File: src/core/nvspc_pkg.sv
// nvspc_pkg: constants, types and helpers of the nonvolatile self-program block
package nvspc_pkg;
    localparam int DATA_W = 14;
    localparam int ADDR_W = 15;
    localparam int REG_AW = 3;
    localparam int CLK_PERIOD_NS = 40;
    localparam int PROG_TIME_NS = 2000;

    localparam logic [REG_AW-1:0] OFF_DATA_LOW = 3'h0;
    localparam logic [REG_AW-1:0] OFF_DATA_HIGH = 3'h1;
    localparam logic [REG_AW-1:0] OFF_ADDR_LOW = 3'h2;
    localparam logic [REG_AW-1:0] OFF_ADDR_HIGH = 3'h3;
    localparam logic [REG_AW-1:0] OFF_CONTROL = 3'h4;
    localparam logic [REG_AW-1:0] OFF_UNLOCK = 3'h5;
    localparam logic [REG_AW-1:0] OFF_STATUS = 3'h6;

    localparam int CTL_FLASH = 7;
    localparam int CTL_CFG = 6;
    localparam int CTL_LATCH_ONLY = 5;
    localparam int CTL_ERASE = 4;
    localparam int CTL_FAULT = 3;
    localparam int CTL_PEN = 2;
    localparam int CTL_PGO = 1;
    localparam int CTL_FGO = 0;
    localparam int STS_DONE = 0;

    localparam logic [7:0] UNLOCK_FIRST = 8'h55;
    localparam logic [7:0] UNLOCK_SECOND = 8'hAA;
    localparam logic [1:0] DATA_HIGH_PAD = 2'h0;
    localparam logic ADDR_HIGH_PAD = 1'b1;
    localparam logic [6:0] STATUS_PAD = 7'h00;
    localparam logic [7:0] REG_ZERO = 8'h00;
    localparam logic [ADDR_W-1:0] ADDR_RESET = 15'h0000;
    localparam logic [DATA_W-1:0] DATA_RESET = 14'h0000;

    // configuration space, offsets below the implied top address bit
    localparam logic [ADDR_W-1:0] CFG_USER_FIRST = 15'h0000;
    localparam logic [ADDR_W-1:0] CFG_USER_LAST = 15'h0003;
    localparam logic [ADDR_W-1:0] CFG_DEVICE_ID = 15'h0006;
    localparam logic [ADDR_W-1:0] CFG_WORD_FIRST = 15'h0007;
    localparam logic [ADDR_W-1:0] CFG_WORD_LAST = 15'h0008;

    typedef enum logic [2:0] {
        OP_READ,
        OP_LATCH,
        OP_LATCH_PROG,
        OP_ERASE,
        OP_ERASE_WRITE
    } nvspc_op_t;

    typedef struct packed {
        logic [REG_AW-1:0] addr;
        logic [7:0] wdata;
        logic wr;
        logic rd;
    } nvspc_bus_t;

    typedef struct packed {
        logic valid;
        nvspc_op_t op;
        logic flash;
        logic cfg;
        logic [ADDR_W-1:0] addr;
        logic [DATA_W-1:0] data;
    } nvspc_mem_cmd_t;

    function automatic logic cfg_writable(input logic [ADDR_W-1:0] a);
        return (a >= CFG_USER_FIRST) && (a <= CFG_USER_LAST);
    endfunction

    function automatic logic cfg_readable(input logic [ADDR_W-1:0] a);
        return cfg_writable(a) || (a == CFG_DEVICE_ID) ||
            ((a >= CFG_WORD_FIRST) && (a <= CFG_WORD_LAST));
    endfunction
endpackage

File: src/core/nvspc_unlock.sv
// nvspc_unlock: tracks the ordered two-byte unlock pattern
`timescale 1ns/1ps
`default_nettype none
module nvspc_unlock (
    input wire logic i_clock,
    input wire logic i_sys_rst,
    input wire logic i_unlock_wr,
    input wire logic [7:0] i_wdata,
    input wire logic i_other_wr,
    input wire logic i_consume,
    output logic o_armed
);
    typedef enum logic [1:0] {
        NVSPC_LOCKED,
        NVSPC_HALF,
        NVSPC_ARMED
    } nvspc_lock_t;
    nvspc_lock_t state_r, state_nxt;
    wire logic is_first = i_unlock_wr && (i_wdata == nvspc_pkg::UNLOCK_FIRST);
    wire logic is_second = i_unlock_wr
        && (i_wdata == nvspc_pkg::UNLOCK_SECOND);

    // a wrong unlock byte or any write outside the unlock and control ports breaks the sequence; a go write uses it up
    always_comb begin
        state_nxt = state_r;
        case (state_r)
            NVSPC_LOCKED: if (is_first) state_nxt = NVSPC_HALF;
            NVSPC_HALF: begin
                if (is_second) state_nxt = NVSPC_ARMED;
                else if (i_unlock_wr || i_other_wr || i_consume)
                    state_nxt = is_first ? NVSPC_HALF : NVSPC_LOCKED;
            end
            NVSPC_ARMED: begin
                if (i_unlock_wr || i_other_wr || i_consume)
                    state_nxt = is_first ? NVSPC_HALF : NVSPC_LOCKED;
            end
            default: state_nxt = NVSPC_LOCKED;
        endcase
    end

    always_ff @(posedge i_clock or posedge i_sys_rst) begin
        if (i_sys_rst) state_r <= NVSPC_LOCKED;
        else state_r <= state_nxt;
    end

    assign o_armed = (state_r == NVSPC_ARMED);
endmodule
`default_nettype wire

File: src/core/nvspc_timer.sv
// nvspc_timer: self-timed program/erase interval counter
`timescale 1ns/1ps
`default_nettype none
module nvspc_timer #(
    parameter int CYCLES = 50
) (
    input wire logic i_clock,
    input wire logic i_sys_rst,
    input wire logic i_start,
    output logic o_busy,
    output logic o_done
);
    localparam int CW = $clog2(CYCLES + 1);
    localparam logic [CW-1:0] ONE = CW'(1);
    localparam logic [CW-1:0] LOAD = CW'(CYCLES);
    logic [CW-1:0] count_r;

    if (CYCLES < 1) begin : g_bad
        $error("nvspc_timer needs CYCLES of at least one");
    end

    always_ff @(posedge i_clock or posedge i_sys_rst) begin
        if (i_sys_rst) count_r <= '0;
        else if (i_start) count_r <= LOAD;
        else if (o_busy) count_r <= count_r - ONE;
    end

    assign o_busy = (count_r != '0);
    assign o_done = (count_r == ONE);
endmodule
`default_nettype wire

File: src/core/nvspc_ctrl.sv
// nvspc_ctrl: register file and sequencer for flash/EEPROM self-programming
//
// Implementation choices: the strobed register port and the register offsets.
`timescale 1ns/1ps
`default_nettype none
// Behaviour
// low data register holds eight bits: EEPROM byte or word low bits.
// high data register holds word bits 13:8; its two top bits read zero.
// low address register holds address bits 7:0, cleared on reset.
// high address register holds bits 14:8, cleared on reset; top reads one.
// control bit 7 selects program flash when set, EEPROM when clear.
// control bit 6 redirects accesses to configuration and ID space.
// with latch-only set on flash/config, a go only loads the latches.
// with latch-only clear, a go latches the data then programs all latches.
// EEPROM target ignores latch-only and erase; each go erases then writes.
// erase select makes the go erase; hardware clears it after the erase.
// fault flag sets on each go set attempt and on bad/cut operations.
// with program enable clear, no program or erase cycle is allowed.
// program go starts a timed operation, cleared by hardware; set-only.
// fetch go starts a one-cycle read, then hardware clears it; set-only.
// software should read back each written location and compare.
// a go is accepted only after 55h then AAh written to the unlock port.
// a config read outside the readable set clears both data registers.
// user IDs read/write; device ID and configuration words are read-only.
// the processor stalls while a timed write or erase runs.
// a completed timed operation sets a pollable completion flag.
module nvspc_ctrl #(
    parameter int PROG_TIME_NS = nvspc_pkg::PROG_TIME_NS
) (
    input wire logic i_clock,
    input wire logic i_sys_rst,
    input wire nvspc_pkg::nvspc_bus_t i_bus,
    output logic [7:0] o_rdata,
    output nvspc_pkg::nvspc_mem_cmd_t o_mem_cmd,
    input wire logic [nvspc_pkg::DATA_W-1:0] i_mem_rdata,
    output logic o_cpu_stall
);
    localparam int PROG_CYC = (PROG_TIME_NS + nvspc_pkg::CLK_PERIOD_NS - 1)
        / nvspc_pkg::CLK_PERIOD_NS;
    localparam int PROG_WAIT = PROG_CYC + 2;

    if (PROG_CYC < 1) begin : g_bad
        $error("nvspc_ctrl needs a program time of at least one cycle");
    end

    typedef enum logic [1:0] {ST_IDLE, ST_READ, ST_LATCH, ST_TIMED} nvspc_st_t;

    nvspc_st_t state_r, state_nxt;
    logic [7:0] data_low_r, data_low_nxt;
    logic [5:0] data_high_r, data_high_nxt;
    logic [7:0] addr_low_r;
    logic [6:0] addr_high_r;
    logic flash_r, cfg_r, latch_only_r, erase_r, fault_r, pen_r;
    logic go_r, fetch_r;
    logic erase_nxt, fault_nxt, go_nxt, fetch_nxt;
    logic done_flag_r;
    logic [7:0] rdata_r;
    nvspc_pkg::nvspc_mem_cmd_t cmd_r, cmd_nxt;
    nvspc_pkg::nvspc_op_t op_r;

    // bus decode
    wire logic [nvspc_pkg::ADDR_W-1:0] nv_address = {addr_high_r, addr_low_r};
    wire logic [nvspc_pkg::DATA_W-1:0] nv_data_word =
        {data_high_r, data_low_r};
    wire logic hit_dlow = i_bus.addr == nvspc_pkg::OFF_DATA_LOW;
    wire logic hit_dhigh = i_bus.addr == nvspc_pkg::OFF_DATA_HIGH;
    wire logic hit_alow = i_bus.addr == nvspc_pkg::OFF_ADDR_LOW;
    wire logic hit_ahigh = i_bus.addr == nvspc_pkg::OFF_ADDR_HIGH;
    wire logic hit_ctl = i_bus.addr == nvspc_pkg::OFF_CONTROL;
    wire logic hit_unlock = i_bus.addr == nvspc_pkg::OFF_UNLOCK;
    wire logic hit_status = i_bus.addr == nvspc_pkg::OFF_STATUS;
    wire logic ctl_wr = i_bus.wr && hit_ctl;
    wire logic go_req = ctl_wr && i_bus.wdata[nvspc_pkg::CTL_PGO] && !go_r;
    wire logic fetch_req = ctl_wr && i_bus.wdata[nvspc_pkg::CTL_FGO];
    wire logic eeprom_sel = !flash_r && !cfg_r;
    wire logic cfg_wr_ok = !cfg_r || nvspc_pkg::cfg_writable(nv_address);
    wire logic armed;
    wire logic accept;
    wire logic fetch_ok;
    wire logic timer_busy;
    wire logic timer_done;
    wire logic timed_op;
    wire logic read_cycle = (state_r == ST_READ);
    wire logic read_zero = cfg_r && !nvspc_pkg::cfg_readable(nv_address);
    wire nvspc_pkg::nvspc_op_t go_op;
    wire logic [7:0] rd_mux;

    nvspc_unlock u_unlock (
        .i_clock(i_clock),
        .i_sys_rst(i_sys_rst),
        .i_unlock_wr(i_bus.wr && hit_unlock),
        .i_wdata(i_bus.wdata),
        .i_other_wr(i_bus.wr && !hit_unlock && !hit_ctl),
        .i_consume(ctl_wr && i_bus.wdata[nvspc_pkg::CTL_PGO]),
        .o_armed(armed)
    );

    nvspc_timer #(.CYCLES(PROG_CYC)) u_timer (
        .i_clock(i_clock),
        .i_sys_rst(i_sys_rst),
        .i_start(cmd_r.valid && timed_op),
        .o_busy(timer_busy),
        .o_done(timer_done)
    );

    // go is taken only unlocked, enabled, idle and at a writable address
    assign accept = go_req && armed && pen_r && (state_r == ST_IDLE)
        && cfg_wr_ok;
    assign fetch_ok = fetch_req && !go_r && !fetch_r
        && (state_r == ST_IDLE) && !accept;

    // operation chosen by space and mode bits
    assign go_op = eeprom_sel ? nvspc_pkg::OP_ERASE_WRITE :
        erase_r ? nvspc_pkg::OP_ERASE :
        latch_only_r ? nvspc_pkg::OP_LATCH :
        nvspc_pkg::OP_LATCH_PROG;
    assign timed_op = (cmd_r.op != nvspc_pkg::OP_READ)
        && (cmd_r.op != nvspc_pkg::OP_LATCH);

    assign rd_mux = hit_dlow ? data_low_r :
        hit_dhigh ? {nvspc_pkg::DATA_HIGH_PAD, data_high_r} :
        hit_alow ? addr_low_r :
        hit_ahigh ? {nvspc_pkg::ADDR_HIGH_PAD, addr_high_r} :
        hit_ctl ? {flash_r, cfg_r, latch_only_r, erase_r,
                   fault_r, pen_r, go_r, fetch_r} :
        hit_status ? {nvspc_pkg::STATUS_PAD, done_flag_r} :
        nvspc_pkg::REG_ZERO;

    always_comb begin
        state_nxt = state_r;
        case (state_r)
            ST_IDLE: begin
                if (accept) state_nxt = (go_op == nvspc_pkg::OP_LATCH)
                    ? ST_LATCH : ST_TIMED;
                else if (fetch_ok) state_nxt = ST_READ;
            end
            ST_READ: state_nxt = ST_IDLE;
            ST_LATCH: state_nxt = ST_IDLE;
            ST_TIMED: if (timer_done) state_nxt = ST_IDLE;
            default: state_nxt = ST_IDLE;
        endcase
    end

    always_comb begin
        cmd_nxt = cmd_r;
        cmd_nxt.valid = accept || fetch_ok;
        if (accept || fetch_ok) begin
            cmd_nxt.op = accept ? go_op : nvspc_pkg::OP_READ;
            cmd_nxt.flash = flash_r;
            cmd_nxt.cfg = cfg_r;
            cmd_nxt.addr = nv_address;
            cmd_nxt.data = nv_data_word;
        end
    end

    // read capture beats a bus write landing in the same cycle
    always_comb begin
        data_low_nxt = data_low_r;
        data_high_nxt = data_high_r;
        if (read_cycle) begin
            data_low_nxt = read_zero ? nvspc_pkg::REG_ZERO
                : i_mem_rdata[7:0];
            data_high_nxt = read_zero ? nvspc_pkg::DATA_RESET[13:8]
                : i_mem_rdata[13:8];
        end else begin
            if (i_bus.wr && hit_dlow) data_low_nxt = i_bus.wdata;
            if (i_bus.wr && hit_dhigh) data_high_nxt = i_bus.wdata[5:0];
        end
    end

    always_comb begin
        go_nxt = go_r;
        if (accept) go_nxt = 1'b1;
        else if ((state_r == ST_LATCH) || timer_done) go_nxt = 1'b0;
        fetch_nxt = fetch_ok ? 1'b1 : 1'b0;
        erase_nxt = erase_r;
        if (timer_done && (op_r == nvspc_pkg::OP_ERASE)) erase_nxt = 1'b0;
        else if (ctl_wr) erase_nxt = i_bus.wdata[nvspc_pkg::CTL_ERASE];
        // set attempt sets the fault; clean completion clears it
        fault_nxt = fault_r;
        if (go_req) fault_nxt = 1'b1;
        else if (timer_done || (state_r == ST_LATCH)) fault_nxt = 1'b0;
        else if (ctl_wr) fault_nxt = i_bus.wdata[nvspc_pkg::CTL_FAULT];
    end

    always_ff @(posedge i_clock or posedge i_sys_rst) begin
        if (i_sys_rst) begin
            state_r <= ST_IDLE;
            data_low_r <= nvspc_pkg::DATA_RESET[7:0];
            data_high_r <= nvspc_pkg::DATA_RESET[13:8];
            go_r <= 1'b0;
            fetch_r <= 1'b0;
            erase_r <= 1'b0;
            fault_r <= 1'b0;
            cmd_r <= '0;
            op_r <= nvspc_pkg::OP_READ;
        end else begin
            state_r <= state_nxt;
            data_low_r <= data_low_nxt;
            data_high_r <= data_high_nxt;
            go_r <= go_nxt;
            fetch_r <= fetch_nxt;
            erase_r <= erase_nxt;
            fault_r <= fault_nxt;
            cmd_r <= cmd_nxt;
            if (accept) op_r <= go_op;
        end
    end

    always_ff @(posedge i_clock or posedge i_sys_rst) begin
        if (i_sys_rst) begin
            addr_low_r <= nvspc_pkg::ADDR_RESET[7:0];
            addr_high_r <= nvspc_pkg::ADDR_RESET[14:8];
        end else begin
            if (i_bus.wr && hit_alow) addr_low_r <= i_bus.wdata;
            if (i_bus.wr && hit_ahigh) addr_high_r <= i_bus.wdata[6:0];
        end
    end

    always_ff @(posedge i_clock or posedge i_sys_rst) begin
        if (i_sys_rst) begin
            flash_r <= 1'b0;
            cfg_r <= 1'b0;
            latch_only_r <= 1'b0;
            pen_r <= 1'b0;
        end else if (ctl_wr) begin
            flash_r <= i_bus.wdata[nvspc_pkg::CTL_FLASH];
            cfg_r <= i_bus.wdata[nvspc_pkg::CTL_CFG];
            latch_only_r <= i_bus.wdata[nvspc_pkg::CTL_LATCH_ONLY];
            pen_r <= i_bus.wdata[nvspc_pkg::CTL_PEN];
        end
    end

    // completion flag: write one to clear, a new completion wins
    always_ff @(posedge i_clock or posedge i_sys_rst) begin
        if (i_sys_rst) done_flag_r <= 1'b0;
        else if (timer_done) done_flag_r <= 1'b1;
        else if (i_bus.wr && hit_status && i_bus.wdata[nvspc_pkg::STS_DONE])
            done_flag_r <= 1'b0;
    end

    always_ff @(posedge i_clock or posedge i_sys_rst) begin
        if (i_sys_rst) rdata_r <= nvspc_pkg::REG_ZERO;
        else rdata_r <= i_bus.rd ? rd_mux : nvspc_pkg::REG_ZERO;
    end

    assign o_rdata = rdata_r;
    assign o_mem_cmd = cmd_r;
    assign o_cpu_stall = (state_r == ST_TIMED);

    a_dhigh_top_zero: assert property (
        @(posedge i_clock) disable iff (i_sys_rst)
        i_bus.rd && hit_dhigh |=> o_rdata[7:6] == 2'h0)
        else $error("high data register top bits not zero");

    a_ahigh_top_one: assert property (
        @(posedge i_clock) disable iff (i_sys_rst)
        i_bus.rd && hit_ahigh |=> o_rdata[7] == 1'b1)
        else $error("high address register top bit not one");

    a_go_needs_unlock: assert property (
        @(posedge i_clock) disable iff (i_sys_rst)
        $rose(go_r) |-> $past(armed) && $past(pen_r))
        else $error("program go started without unlock and enable");

    a_go_blocked_pen: assert property (
        @(posedge i_clock) disable iff (i_sys_rst)
        go_req && !pen_r |=> !go_r && !cmd_r.valid)
        else $error("program go taken while disabled");

    a_fault_on_set: assert property (
        @(posedge i_clock) disable iff (i_sys_rst)
        go_req |=> fault_r)
        else $error("fault flag not set on go attempt");

    a_fetch_one_cycle: assert property (
        @(posedge i_clock) disable iff (i_sys_rst)
        fetch_ok |=> fetch_r ##1 !fetch_r)
        else $error("fetch go not cleared after one cycle");

    a_go_self_clear: assert property (
        @(posedge i_clock) disable iff (i_sys_rst)
        accept |=> go_r ##[1:PROG_WAIT] !go_r)
        else $error("program go not cleared in time");

    // a zero written to the go bit must leave a running go standing
    a_go_set_only: assert property (
        @(posedge i_clock) disable iff (i_sys_rst)
        go_r && !timer_done && (state_r != ST_LATCH) |=> go_r)
        else $error("program go cleared before completion");

    a_erase_clears: assert property (
        @(posedge i_clock) disable iff (i_sys_rst)
        timer_done && op_r == nvspc_pkg::OP_ERASE |=> !erase_r)
        else $error("erase select not cleared after erase");

    a_eeprom_erase_write: assert property (
        @(posedge i_clock) disable iff (i_sys_rst)
        accept && eeprom_sel |=>
            cmd_r.valid && cmd_r.op == nvspc_pkg::OP_ERASE_WRITE)
        else $error("EEPROM go did not erase and write");

    a_latch_no_prog: assert property (
        @(posedge i_clock) disable iff (i_sys_rst)
        accept && !eeprom_sel && !erase_r && latch_only_r |=>
            cmd_r.op == nvspc_pkg::OP_LATCH ##1 !o_cpu_stall)
        else $error("latch-only go started a program cycle");

    a_cfg_bad_clear: assert property (
        @(posedge i_clock) disable iff (i_sys_rst)
        read_cycle && read_zero |=> nv_data_word == '0)
        else $error("bad config read did not clear data");

    a_cfg_read_only: assert property (
        @(posedge i_clock) disable iff (i_sys_rst)
        go_req && cfg_r && !nvspc_pkg::cfg_writable(nv_address) |=> !go_r)
        else $error("write to read-only config location");

    a_stall_timed: assert property (
        @(posedge i_clock) disable iff (i_sys_rst)
        cmd_r.valid && timed_op |-> o_cpu_stall[*2])
        else $error("processor not stalled during timed operation");

    // the interval counter may only run while the processor is held
    a_timer_in_stall: assert property (
        @(posedge i_clock) disable iff (i_sys_rst)
        timer_busy |-> o_cpu_stall)
        else $error("timed interval running without a stall");

    a_done_on_finish: assert property (
        @(posedge i_clock) disable iff (i_sys_rst)
        timer_done |=> done_flag_r)
        else $error("completion flag not set after timed operation");

    c_eeprom_write: cover property (
        @(posedge i_clock) disable iff (i_sys_rst)
        accept && eeprom_sel ##1 o_cpu_stall);

    c_flash_erase: cover property (
        @(posedge i_clock) disable iff (i_sys_rst)
        timer_done && op_r == nvspc_pkg::OP_ERASE);

    c_read: cover property (
        @(posedge i_clock) disable iff (i_sys_rst)
        read_cycle && !read_zero);

    c_refused: cover property (
        @(posedge i_clock) disable iff (i_sys_rst)
        go_req && !accept);
endmodule
`default_nettype wire

File: config.mk
export PLATFORM = sky130hd
export DESIGN_NAME = nvspc_ctrl
export DESIGN_NICKNAME = d
export VERILOG_FILES = /design/src/core/nvspc_pkg.sv /design/src/core/nvspc_unlock.sv /design/src/core/nvspc_timer.sv /design/src/core/nvspc_ctrl.sv
export SDC_FILE = /design/constraint.sdc
export NUM_CORES = 1
export LEC_CHECK = 0
export BUFFER_PORTS_ARGS = -buffer_cell sky130_fd_sc_hd__buf_2
export CAP_MARGIN = 10
export CORE_ASPECT_RATIO = 1.4
export CORE_MARGIN = 3
export CORE_UTILIZATION = 51
export CTS_CLUSTER_DIAMETER = 150
export CTS_CLUSTER_SIZE = 24
export DETAILED_ROUTE_END_ITERATION = 12
export GPL_TIMING_DRIVEN = 0
export MAX_ROUTING_LAYER = met4
export PLACE_DENSITY_LB_ADDON = 0.08
export SETUP_SLACK_MARGIN = 0.05
export SYNTH_ARGS = -nofsm -noshare
export SYNTH_HDL_FRONTEND = slang
export SYNTH_SLANG_ARGS = --single-unit
export TNS_END_PERCENT = 100
File: constraint.sdc
create_clock -name i_clock -period 2.7 [get_ports i_clock]
set_input_delay 0.135 -clock i_clock [delete_from_list [all_inputs] [get_ports i_clock]]
set_output_delay 0.135 -clock i_clock [all_outputs]
set_load 0.02 [all_outputs]
# ---- Yosys cells after proc, flatten, opt, wreduce, memory -nomap -nowiden
# Cells that the tools add are included.
dict set report classes {
  mux 39
  eq_ne 21
  reduce_logical 59
  magnitude_cmp 4
  add_sub_neg 1
}
# cell count
set op_table {}
lappend op_table {{8-bit 2-to-1 mux} 9}
lappend op_table {{1-bit logical AND} 30}
lappend op_table {{6-bit 2-to-1 mux} 5}
lappend op_table {{2-bit 2-to-1 mux} 8}
lappend op_table {{15-bit by 3-bit equality test with 1-bit output, second input constant} 1}
lappend op_table {{15-bit by 1-bit greater-or-equal comparator with 1-bit output, second input constant} 1}
lappend op_table {{15-bit by 3-bit greater-or-equal comparator with 1-bit output, second input constant} 1}
lappend op_table {{15-bit by 2-bit <= comparator with 1-bit output, second input constant} 1}
lappend op_table {{15-bit by 4-bit <= comparator with 1-bit output, second input constant} 1}
lappend op_table {{1-bit 2-to-1 mux} 13}
lappend op_table {{2-bit case mux with 3 select lines} 2}
lappend op_table {{2-bit nonzero test} 6}
lappend op_table {{3-bit by 2-bit equality test with 1-bit output, second input constant} 3}
lappend op_table {{3-bit equality test, second input constant} 3}
lappend op_table {{8-bit by 7-bit equality test with 1-bit output, second input constant} 1}
lappend op_table {{8-bit equality test, second input constant} 1}
lappend op_table {{1-bit logical NOT} 8}
lappend op_table {{1-bit logical OR} 7}
lappend op_table {{2-bit equality test, second input constant} 3}
lappend op_table {{3-bit by 1-bit equality test with 1-bit output, second input constant} 2}
lappend op_table {{6-bit by 1-bit equality test with 1-bit output, second input constant} 1}
lappend op_table {{3-bit 2-to-1 mux} 2}
lappend op_table {{3-bit nonzero test} 2}
lappend op_table {{6-bit nonzero test} 1}
lappend op_table {{9 further kinds} 12}
dict set report totals {
  output_inout_bits 44
  ff_bits 94
  inputBits 29
  wordCells 148
}

# ---- Logic depth before layout (Yosys ltp)
# Gate-level depths: netlist (run 1).
dict set report depth {
  depth_word 13
  mapped_depth 7
  ltp_nobuf 6
}

# ---- Hierarchy
# From an unflattened synthesis (run 1), not the netlist that was laid out.
dict set report hier_totals {
  cells_unflattened 381
  area_unflattened_um2 4571.9
}
# mod n_inst area_per_inst_um2 seq_area_each_um2 cells_each
set by_module_without_submodules {}
lappend by_module_without_submodules {nvspc_ctrl 1 4045.1 2152.1 328}
lappend by_module_without_submodules {nvspc_timer 1 347.8 150.1 36}
lappend by_module_without_submodules {nvspc_unlock 1 178.9 50.0 17}

# ---- Least setup slack after synthesis (run 1)
# OpenSTA, ideal clock, no wires.
dict set report synth_timing {
  path_type {flip-flop to flip-flop}
  start {register addr_high_r[1]}
  end {register cmd_r, in the netlist o_mem_cmd[10]}
  arrival_time_ns 1.867
  t_required_ns 2.575
  period_less_slack_ns 1.992
  path_buffers 1
  stages_incl_launch_ff 6
  setup_ns 0.125
  setup_slack_ns 0.708
  path_cell_list {dfrtp_1 or4_4 nor4_4 o21ai_2 buf_6 mux2_4}
}
dict set report synth_between {
  elab_chain_len 7
  elab_cells_between_ends 8
  classes_between {order compare: 2; reduce/logical: 6}
}
# item line_no
set synth_lines {}
lappend synth_lines {{start, declared} nvspc_ctrl.sv:52} ;# logic [6:0] addr_high_r;
lappend synth_lines {{start signal, assigned} nvspc_ctrl.sv:213} ;# addr_high_r <= nvspc_pkg::ADDR_RESET[14:8];
lappend synth_lines {{start signal, assigned} nvspc_ctrl.sv:216} ;# if (i_bus.wr && hit_ahigh) addr_high_r <= i_bus.wdata[6:0];
lappend synth_lines {{15-bit by 1-bit greater-or-equal comparator with 1-bit output / 15-bit by 2-bit <= comparator with 1-bit output (equally long branches)} nvspc_pkg.sv:68} ;# return (a >= CFG_USER_FIRST) && (a <= CFG_USER_LAST);
lappend synth_lines {{1-bit logical AND (*)} nvspc_pkg.sv:68}
lappend synth_lines {{1-bit logical OR (*)} nvspc_ctrl.sv:76} ;# wire logic cfg_wr_ok = !cfg_r || nvspc_pkg::cfg_writable(nv_address);
lappend synth_lines {{1-bit logical AND (*)} nvspc_ctrl.sv:108} ;# && cfg_wr_ok;
lappend synth_lines {{1-bit logical NOT} nvspc_ctrl.sv:110} ;# && (state_r == ST_IDLE) && !accept;
lappend synth_lines {{1-bit logical AND} nvspc_ctrl.sv:110}
lappend synth_lines {{1-bit logical OR (*)} nvspc_ctrl.sv:147} ;# if (accept || fetch_ok) begin
lappend synth_lines {{end signal, assigned} nvspc_ctrl.sv:205} ;# cmd_r <= cmd_nxt;
lappend synth_lines {{end, declared} nvspc_ctrl.sv:58} ;# nvspc_pkg::nvspc_mem_cmd_t cmd_r, cmd_nxt;
# Mark *: on every way between the ends. The rest lies on a longest branch, timed or not.
# A chain may end at the register's enable or synchronous reset.

# ---- Worst setup path after layout (run 1)
dict set report layout_timing {
  start {register addr_high_r[1]}
  end {register op_r[1]}
}
dict set report layout_between {
  elab_chain_len 4
  elab_cells_between_ends 5
  classes_between {order compare: 2; reduce/logical: 3}
}
# item line_no
set layout_lines {}
lappend layout_lines {{15-bit by 1-bit greater-or-equal comparator with 1-bit output / 15-bit by 2-bit <= comparator with 1-bit output (equally long branches)} nvspc_pkg.sv:68}
lappend layout_lines {{1-bit logical AND (*)} nvspc_pkg.sv:68}
lappend layout_lines {{1-bit logical OR (*)} nvspc_ctrl.sv:76}
lappend layout_lines {{1-bit logical AND (*)} nvspc_ctrl.sv:108}
lappend layout_lines {{end signal, assigned} nvspc_ctrl.sv:196} ;# op_r <= nvspc_pkg::OP_READ;
lappend layout_lines {{end signal, assigned} nvspc_ctrl.sv:206} ;# if (accept) op_r <= go_op;
lappend layout_lines {{end, declared} nvspc_ctrl.sv:59} ;# nvspc_pkg::nvspc_op_t op_r;
# Marked as above.

==> reports/results.tsv, run 1 <==
metric	value	unit
io_buffers	70	
power_density	639	nW/um^2
layout-drive-gt1-share	0.327	
critical_path.n_buffers_inverters	0	
cts-root-buf	clkbuf_16	
ant_nets	0	
crit_type	reg -> reg	
cap_violations	0	
boundaryPins	73	
slew_violations	0	
drc_errors	0	
reg2reg_from	addr_high_r[1]$_DFFE_PP0P_	
core.rowCount	39	
rsz0062_at_grt	no	
fin_util	0.633	
finalSetupViolations	0	
yosysUniqueCellTypes	52	
avgRoutedWirePerCell	18.6	um
final_cell_mix	dfrtp_1, buf_2, nand2_1, mux2_4, mux2i_1	
netlist_instances	374	
cp-start-kind	flop	
gp_congestion	0.962	
synth-seq-cells	94	
fillers	679	
whs_path_depth	3	
cts.sinks	94	
hp-start	i_mem_rdata[8]	
hold_class	in -> reg	
cp_slowest_stage_delay	0.60	ns
cp_slowest_cell	or4_4	
seqCellArea	2350	um^2
cp-end-kind	flop	
postSynthAreaPerCell	11.9	um^2
slew_headroom	0.377	
clk_pin_slew	0.06	ns
synth_nets	405	
p_leak	2.68	nW
hold_violations	0	
whs	0.0334	ns
drtIter0Drc	203	
finalSetupTns	0	ns
cts_tree	yes	
initial_utilization	0.534	
crit_chain	or4_4 -> o41ai_4 -> nand2_2 -> mux2_1	
hpwl	7750	um
clock_path_buffers	2	
final_nets	488	
cts_made_buffers	9	
worst_path_dominant_cell_family	simple AND/OR/NAND/NOR gates	
yosysSeqAreaShare	0.527	
fin_ws	0.496	ns
grt_pass1_wl	17400	um
yosysWarnings	0	
required	2.91	ns
wl	10500	um
grt_pass1_vias	3360	
globalRouteOverflowTotal	0	
grt_max_degree	61	
cp.arrival	2.42	ns
synth_edf_count	0	
die_w	85.0	um
final_area	5280	um^2
worstSkewPairLatency	0.34	ns
antenna_cells	0	
via_count	3177	
core	8340	um^2
outcome	complete, no violations	
die-area	9920	um^2
final.min_clock_period	2.20	ns
netlist_area	4460	um^2
layout_commonest_cell	dfrtp_1	
vdd_drop_max	0.416	mV
fin_skew	0.00798	ns
multi_input_area	1980	um^2
r2r_cells	4	
hold_end	data_high_r[0]$_DFFE_PP0P_	
max_slew.worst_pin.slew	0.930	ns
die_y	117	um
grt_antenna_before_repair	0	
preCtsSetupSlack	0.495	ns
period_share	0.816	
htreeDepth	3	
track_usage	0.235	
postCtsResizedCells	0	
fmax	454	MHz
dpl_cell_area	4970	um^2
synth_flop_cell	dfrtp_1	
async_flop_share	1.00	
rrSetupSlack	0.50	ns
area_growth_syn_to_layout	18.4	%
firstDrtPassIters	4	
cp_max_fo	5	
routed_via_density	5.63	
reg2reg_to	op_r[1]$_DFFE_PP0P_	
layout make-up:
class                           instances  area share
Inverter                               11     0.00829
Clock buffer                           13      0.0493
Buffer                                 15      0.0156
Sequential cell                        94       0.445
Multi-Input combinational cell        254       0.376
Clock inverter                          3     0.00806
Timing Repair Buffer                   72      0.0735
Tap cell                              102      0.0242
kinds of logic (layout without fill, tap and decap cells):
family	after synthesis	in the layout	share of synthesized area
compound gates	67	67	0.103
buf+inv	26	114	0.0278
simple gates	110	110	0.132
flops	94	94	0.527
mux	73	73	0.200
xor+xnor	2	2	0.00393
fa+ha+maj	2	2	0.00561
tightest hold or removal path: stages:
cell	delay, ns
buf_2	0.09
nand2_1	0.04
o21ai_0	0.06
power breakdown:
part / internal, mW / total (mW) / switching, mW
sequential: 1.53 / 1.67 / 0.136
combinational: 0.186 / 0.426 / 0.239
clock: 0.767 / 1.28 / 0.509
total: 2.49 / 3.37 / 0.884
stage by stage:
| step | instances | power (mW) |
|---|---|---|
| floorplan | 374 | 1.94 |
| global placement | 546 | 2.11 |
| detailed placement | 547 | 2.12 |
| CTS | 564 | 3.40 |
| global route | 564 | 3.54 |
| finish | 564 | 3.37 |
sequential cells by signal, summed over array words and instances, names as in the netlist:
name,flops
latch_only_r,1
u_timer.count_r,6
op_r,3
o_rdata,8
data_high_r,6
erase_r,1
flash_r,1
done_flag_r,1
u_unlock.state_r,2
state_r,2
addr_low_r,8
o_mem_cmd,35
data_low_r,8
pen_r,1
fetch_r,1
addr_high_r,7
fault_r,1
cfg_r,1
go_r,1
synth_stat cells, types with 2 or more instances:
library cell / n / area [um^2]
nand4b_1: 2 / 17.5
o21ai_0: 22 / 110
and2_1: 5 / 31.3
xnor2_1: 2 / 17.5
clkbuf_1: 7 / 26.3
or4_4: 2 / 22.5
nor2b_1: 8 / 50.1
dfrtp_1: 94 / 2350
mux2i_1: 23 / 230
mux2_4: 26 / 390
a22o_1: 2 / 17.5
ha_1: 2 / 25.0
a31oi_1: 2 / 12.5
nand4_1: 2 / 12.5
buf_2: 3 / 15.0
o21a_1: 3 / 22.5
o22ai_1: 11 / 68.8
mux2_1: 2 / 22.5
buf_1: 2 / 7.51
nand3_1: 2 / 10.0
nand2_1: 44 / 165
nand2b_1: 8 / 50.1
o211ai_1: 4 / 30.0
nor2_1: 15 / 56.3
a211oi_1: 2 / 15.0
a21oi_1: 6 / 30.0
nor3_1: 5 / 25.0
inv_1: 10 / 37.5
buf_6: 3 / 33.8
a32o_1: 2 / 20.0
a22oi_1: 6 / 45.0
nor4b_1: 3 / 26.3
mux2_2: 22 / 248
or3_1: 3 / 18.8
or2_2: 2 / 12.5
how the worst max path moves through the flow:
stage	startpoint	endpoint	cells after the start
6_report	addr_high_r[1]$_DFFE_PP0P_	op_r[1]$_DFFE_PP0P_	4
5_1_grt	addr_high_r[1]$_DFFE_PP0P_	op_r[1]$_DFFE_PP0P_	4
4_1_cts	addr_high_r[1]$_DFFE_PP0P_	op_r[1]$_DFFE_PP0P_	4
3_5_place_dp	addr_high_r[1]$_DFFE_PP0P_	op_r[1]$_DFFE_PP0P_	4
3_3_place_gp	i_sys_rst	o_mem_cmd[11]$_DFFE_PP0P_	2
2_1_floorplan	i_sys_rst	addr_high_r[0]$_DFFE_PP0P_	1
repair_timing:
action,CTS,global route
setup buffers,0,0
hold buffers,1,0
hold endpoints to repair,34,0
per-layer routing:
metal	vias to the layer above	GRT usage	part of all wire	wire (um)
met5	-	-	0	0
met4	0	0.0739	0.018	191
met3	12	0.0438	0.044	458
met2	90	0.382	0.51	5320
met1	1555	0.299	0.43	4550
li1	1520	-	-	-
No activity file was read; power rests on OpenSTA's default activity.
==> run 2: changes to the inputs <==
CORE_UTILIZATION = 56   (was 51)
clock period = 2.2 ns   (was 2.7 ns; I/O delays follow)
==> run 2 against run 1 <==
Compared with the run above:
- largest power group unchanged
- largest cell class unchanged
- global-route usage is 3.1 points higher
- sequential share of layout area is 0.69 points lower
- count of clock-buffer cells in the layout is 1 higher
- hold slack worse by 0.0012 ns
==> reports/results.tsv, run 2 (synthesis results as in run 1) <==
metric	value	unit	change
cts.sinks	94		unchanged
area_growth_syn_to_layout	20.3	%	
drc_errors	0		unchanged
crit_type	reg -> reg		
routed_via_density	5.68		+0.75%
critical_path.n_buffers_inverters	1		+1
rrSetupSlack	0.11	ns	-0.39 ns
hold_violations	0		unchanged
switching_share	0.277		+0.0145
p_int	2.69	mW	+8.2%
wl	10900	um	+3.2%
hold_class	in -> reg		
io_buffers	70		unchanged
firstDrtPassIters	4		unchanged
dpl.cell_count	543		-0.73%
cp_max_fo	10		+5
period_share	0.951		+0.134
drtIter0Drc	131		-35%
p_switching	1.03	mW	+16%
htreeDepth	3		unchanged
finalPower	3.72	mW	+10%
layout_commonest_cell	dfrtp_1		
m1WireLength	4670	um	+2.6%
track_usage	0.266		+0.0310
power_density	694	nW/um^2	+8.7%
final_cells	576		+2.1%
vdd_drop_max	0.423	mV	+1.5%
clkPwrFrac	0.299		-0.080
gp_congestion	0.949		-1.4%
final_nets	506		+3.7%
crit_chain	or4_4 -> nor4_4 -> o21ai_4 -> buf_6 -> mux2_4		
reg2reg_to	o_mem_cmd[2]$_DFFE_PP0P_		
reg2reg_from	addr_high_r[1]$_DFFE_PP0P_		
hold_end	flash_r$_DFFE_PP0N_		
wl_met2	5450	um	+2.5%
cp.arrival	2.34	ns	-0.08 ns
fmax	478	MHz	+5.4%
p_comb_frac	0.153		+0.027
cap_violations	0		unchanged
sequentialPowerShare	0.548		+0.053
final.min_clock_period	2.09	ns	-0.113 ns
core	7550	um^2	-9.6%
grt_pass1_wl	17500	um	+0.36%
final_cell_mix	dfrtp_1, buf_2, nand2_1, mux2_4, mux2i_1		
worstSkewPairLatency	0.37	ns	+0.03 ns
layout-drive-gt1-share	0.319		-0.00742
preCtsSetupSlack	-0.00870	ns	-0.504 ns
cts-root-buf	clkbuf_8		
ant_nets	0		unchanged
fin_ws	0.109	ns	-0.387 ns
whs_path_depth	3		unchanged
critPathLaunch	addr_high_r[1]$_DFFE_PP0P_		
cp_slowest_stage_delay	0.60	ns	about the same
clock_path_buffers	2		unchanged
clk_pin_slew	0.08	ns	+0.02 ns
hp-start	i_bus[9]		
fin_skew	0.00709	ns	-0.000890 ns
dpl_cell_area	4980	um^2	+0.30%
cp-start-kind	flop		
r2r_cells	5		+1
antenna_cells	0		unchanged
core.rowCount	37		-5.1%
hpwl	7880	um	+1.6%
boundaryPins	73		unchanged
cts_made_buffers	9		unchanged
avgRoutedWirePerCell	18.8	um	+1.1%
top_layer	met4		
grt_pass1_vias	3381		+0.63%
die_y	112	um	-4.3%
via_count	3269		+2.9%
worst_path_dominant_cell_family	simple AND/OR/NAND/NOR gates		
largest_reg_flops	35		unchanged
cts_tree	yes		
die-area	9080	um^2	-8.4%
p_leak	2.71	nW	+0.92%
finalSetupViolations	0		unchanged
routed-wl-met3	486	um	+6.1%
required	2.45	ns	-0.46 ns
slew_violations	0		unchanged
cp-end-kind	flop		
rsz0062_at_grt	no		
initial_utilization	0.591		+0.0565
max_slew.worst_pin.slew	0.896	ns	-0.0340 ns
grt_max_degree	41		-33%
slew_headroom	0.400		+0.0228
final_area	5360	um^2	+1.6%
die_w	81.4	um	-4.3%
outcome	complete, no violations		
globalRouteOverflowTotal	0		unchanged
grt_antenna_before_repair	0		unchanged
cp_slowest_cell	or4_4		
[run 2: cell count changes in the layout (fill, tap and decap cells not counted), sizes merged]
cell and delta:
buf +4, clkbuf +1, clkinv -1, dlygate4sd3 +14, inv -1
[run 2: worst max-delay path by stage]
stage                     cells past startpoint                        end  slack [ns]
final                                         5   o_mem_cmd[2]$_DFFE_PP0P_        0.11
after global routing                          5   o_mem_cmd[2]$_DFFE_PP0P_        0.07
after CTS                                     5   o_mem_cmd[2]$_DFFE_PP0P_        0.08
after floorplan                               5  o_mem_cmd[10]$_DFFE_PP0P_        0.21
after detailed placement                      4        op_r[0]$_DFFE_PP0P_      -0.009
after global placement                        4        op_r[0]$_DFFE_PP0P_       0.007
[run 2: area by class of cell]
class                   instances  area [um^2]
well taps                      97          121
multi-input cells             254         2000
clock buffers                  14          153
plain buffers                  15         87.6
fillers                       528         2180
inverters                      11         45.0
repair buffers                 90          571
flip-flops and latches         94         2350
clock inverters                 1         30.0
[run 2: worst register-to-register path: stages (launching register included)]
cell and delay (ns):
dfrtp_1 0.42, or4_4 0.60, nor4_4 0.30, o21ai_4 0.15
buf_6 0.20, mux2_4 0.31
[run 2: what timing repair did]
item / 4_1_cts / 5_1_grt
hold buffers: 15 / 0
pin swaps: 3 / 1
setup buffers: 3 / 0
endpoints found under the setup margin: 28 / 13
endpoints found under the hold margin: 43 / 0
resized for setup: 2 / 3
[run 2: layer usage]
metal  up-vias  track usage
met5         -            -
met4         0       0.0992
met3        19       0.0583
met2        90        0.421
met1      1618        0.330
li1       1542            -
[run 2: through the flow]
| stage | TNS [ns] | util | hold slack (ns) |
|---|---|---|---|
| 2_1_floorplan | 0 | - | 0.215 |
| 3_3_place_gp | 0 | 0.654 | 0.357 |
| 3_5_place_dp | -0.0132 | 0.660 | 0.267 |
| 4_1_cts | 0 | 0.709 | 0.00957 |
| 5_1_grt | 0 | 0.711 | 0.0220 |
| 6_report | 0 | 0.711 | 0.0322 |
[run 2: power by group through the flow]
stage	clock [mW]	sequential, mW	combinational, mW
global route	1.23	2.07	0.621
finish	1.11	2.04	0.568
global placement	0	2.08	0.508
floorplan	0	2.03	0.358
CTS	1.15	2.04	0.568
detailed placement	0	2.08	0.526
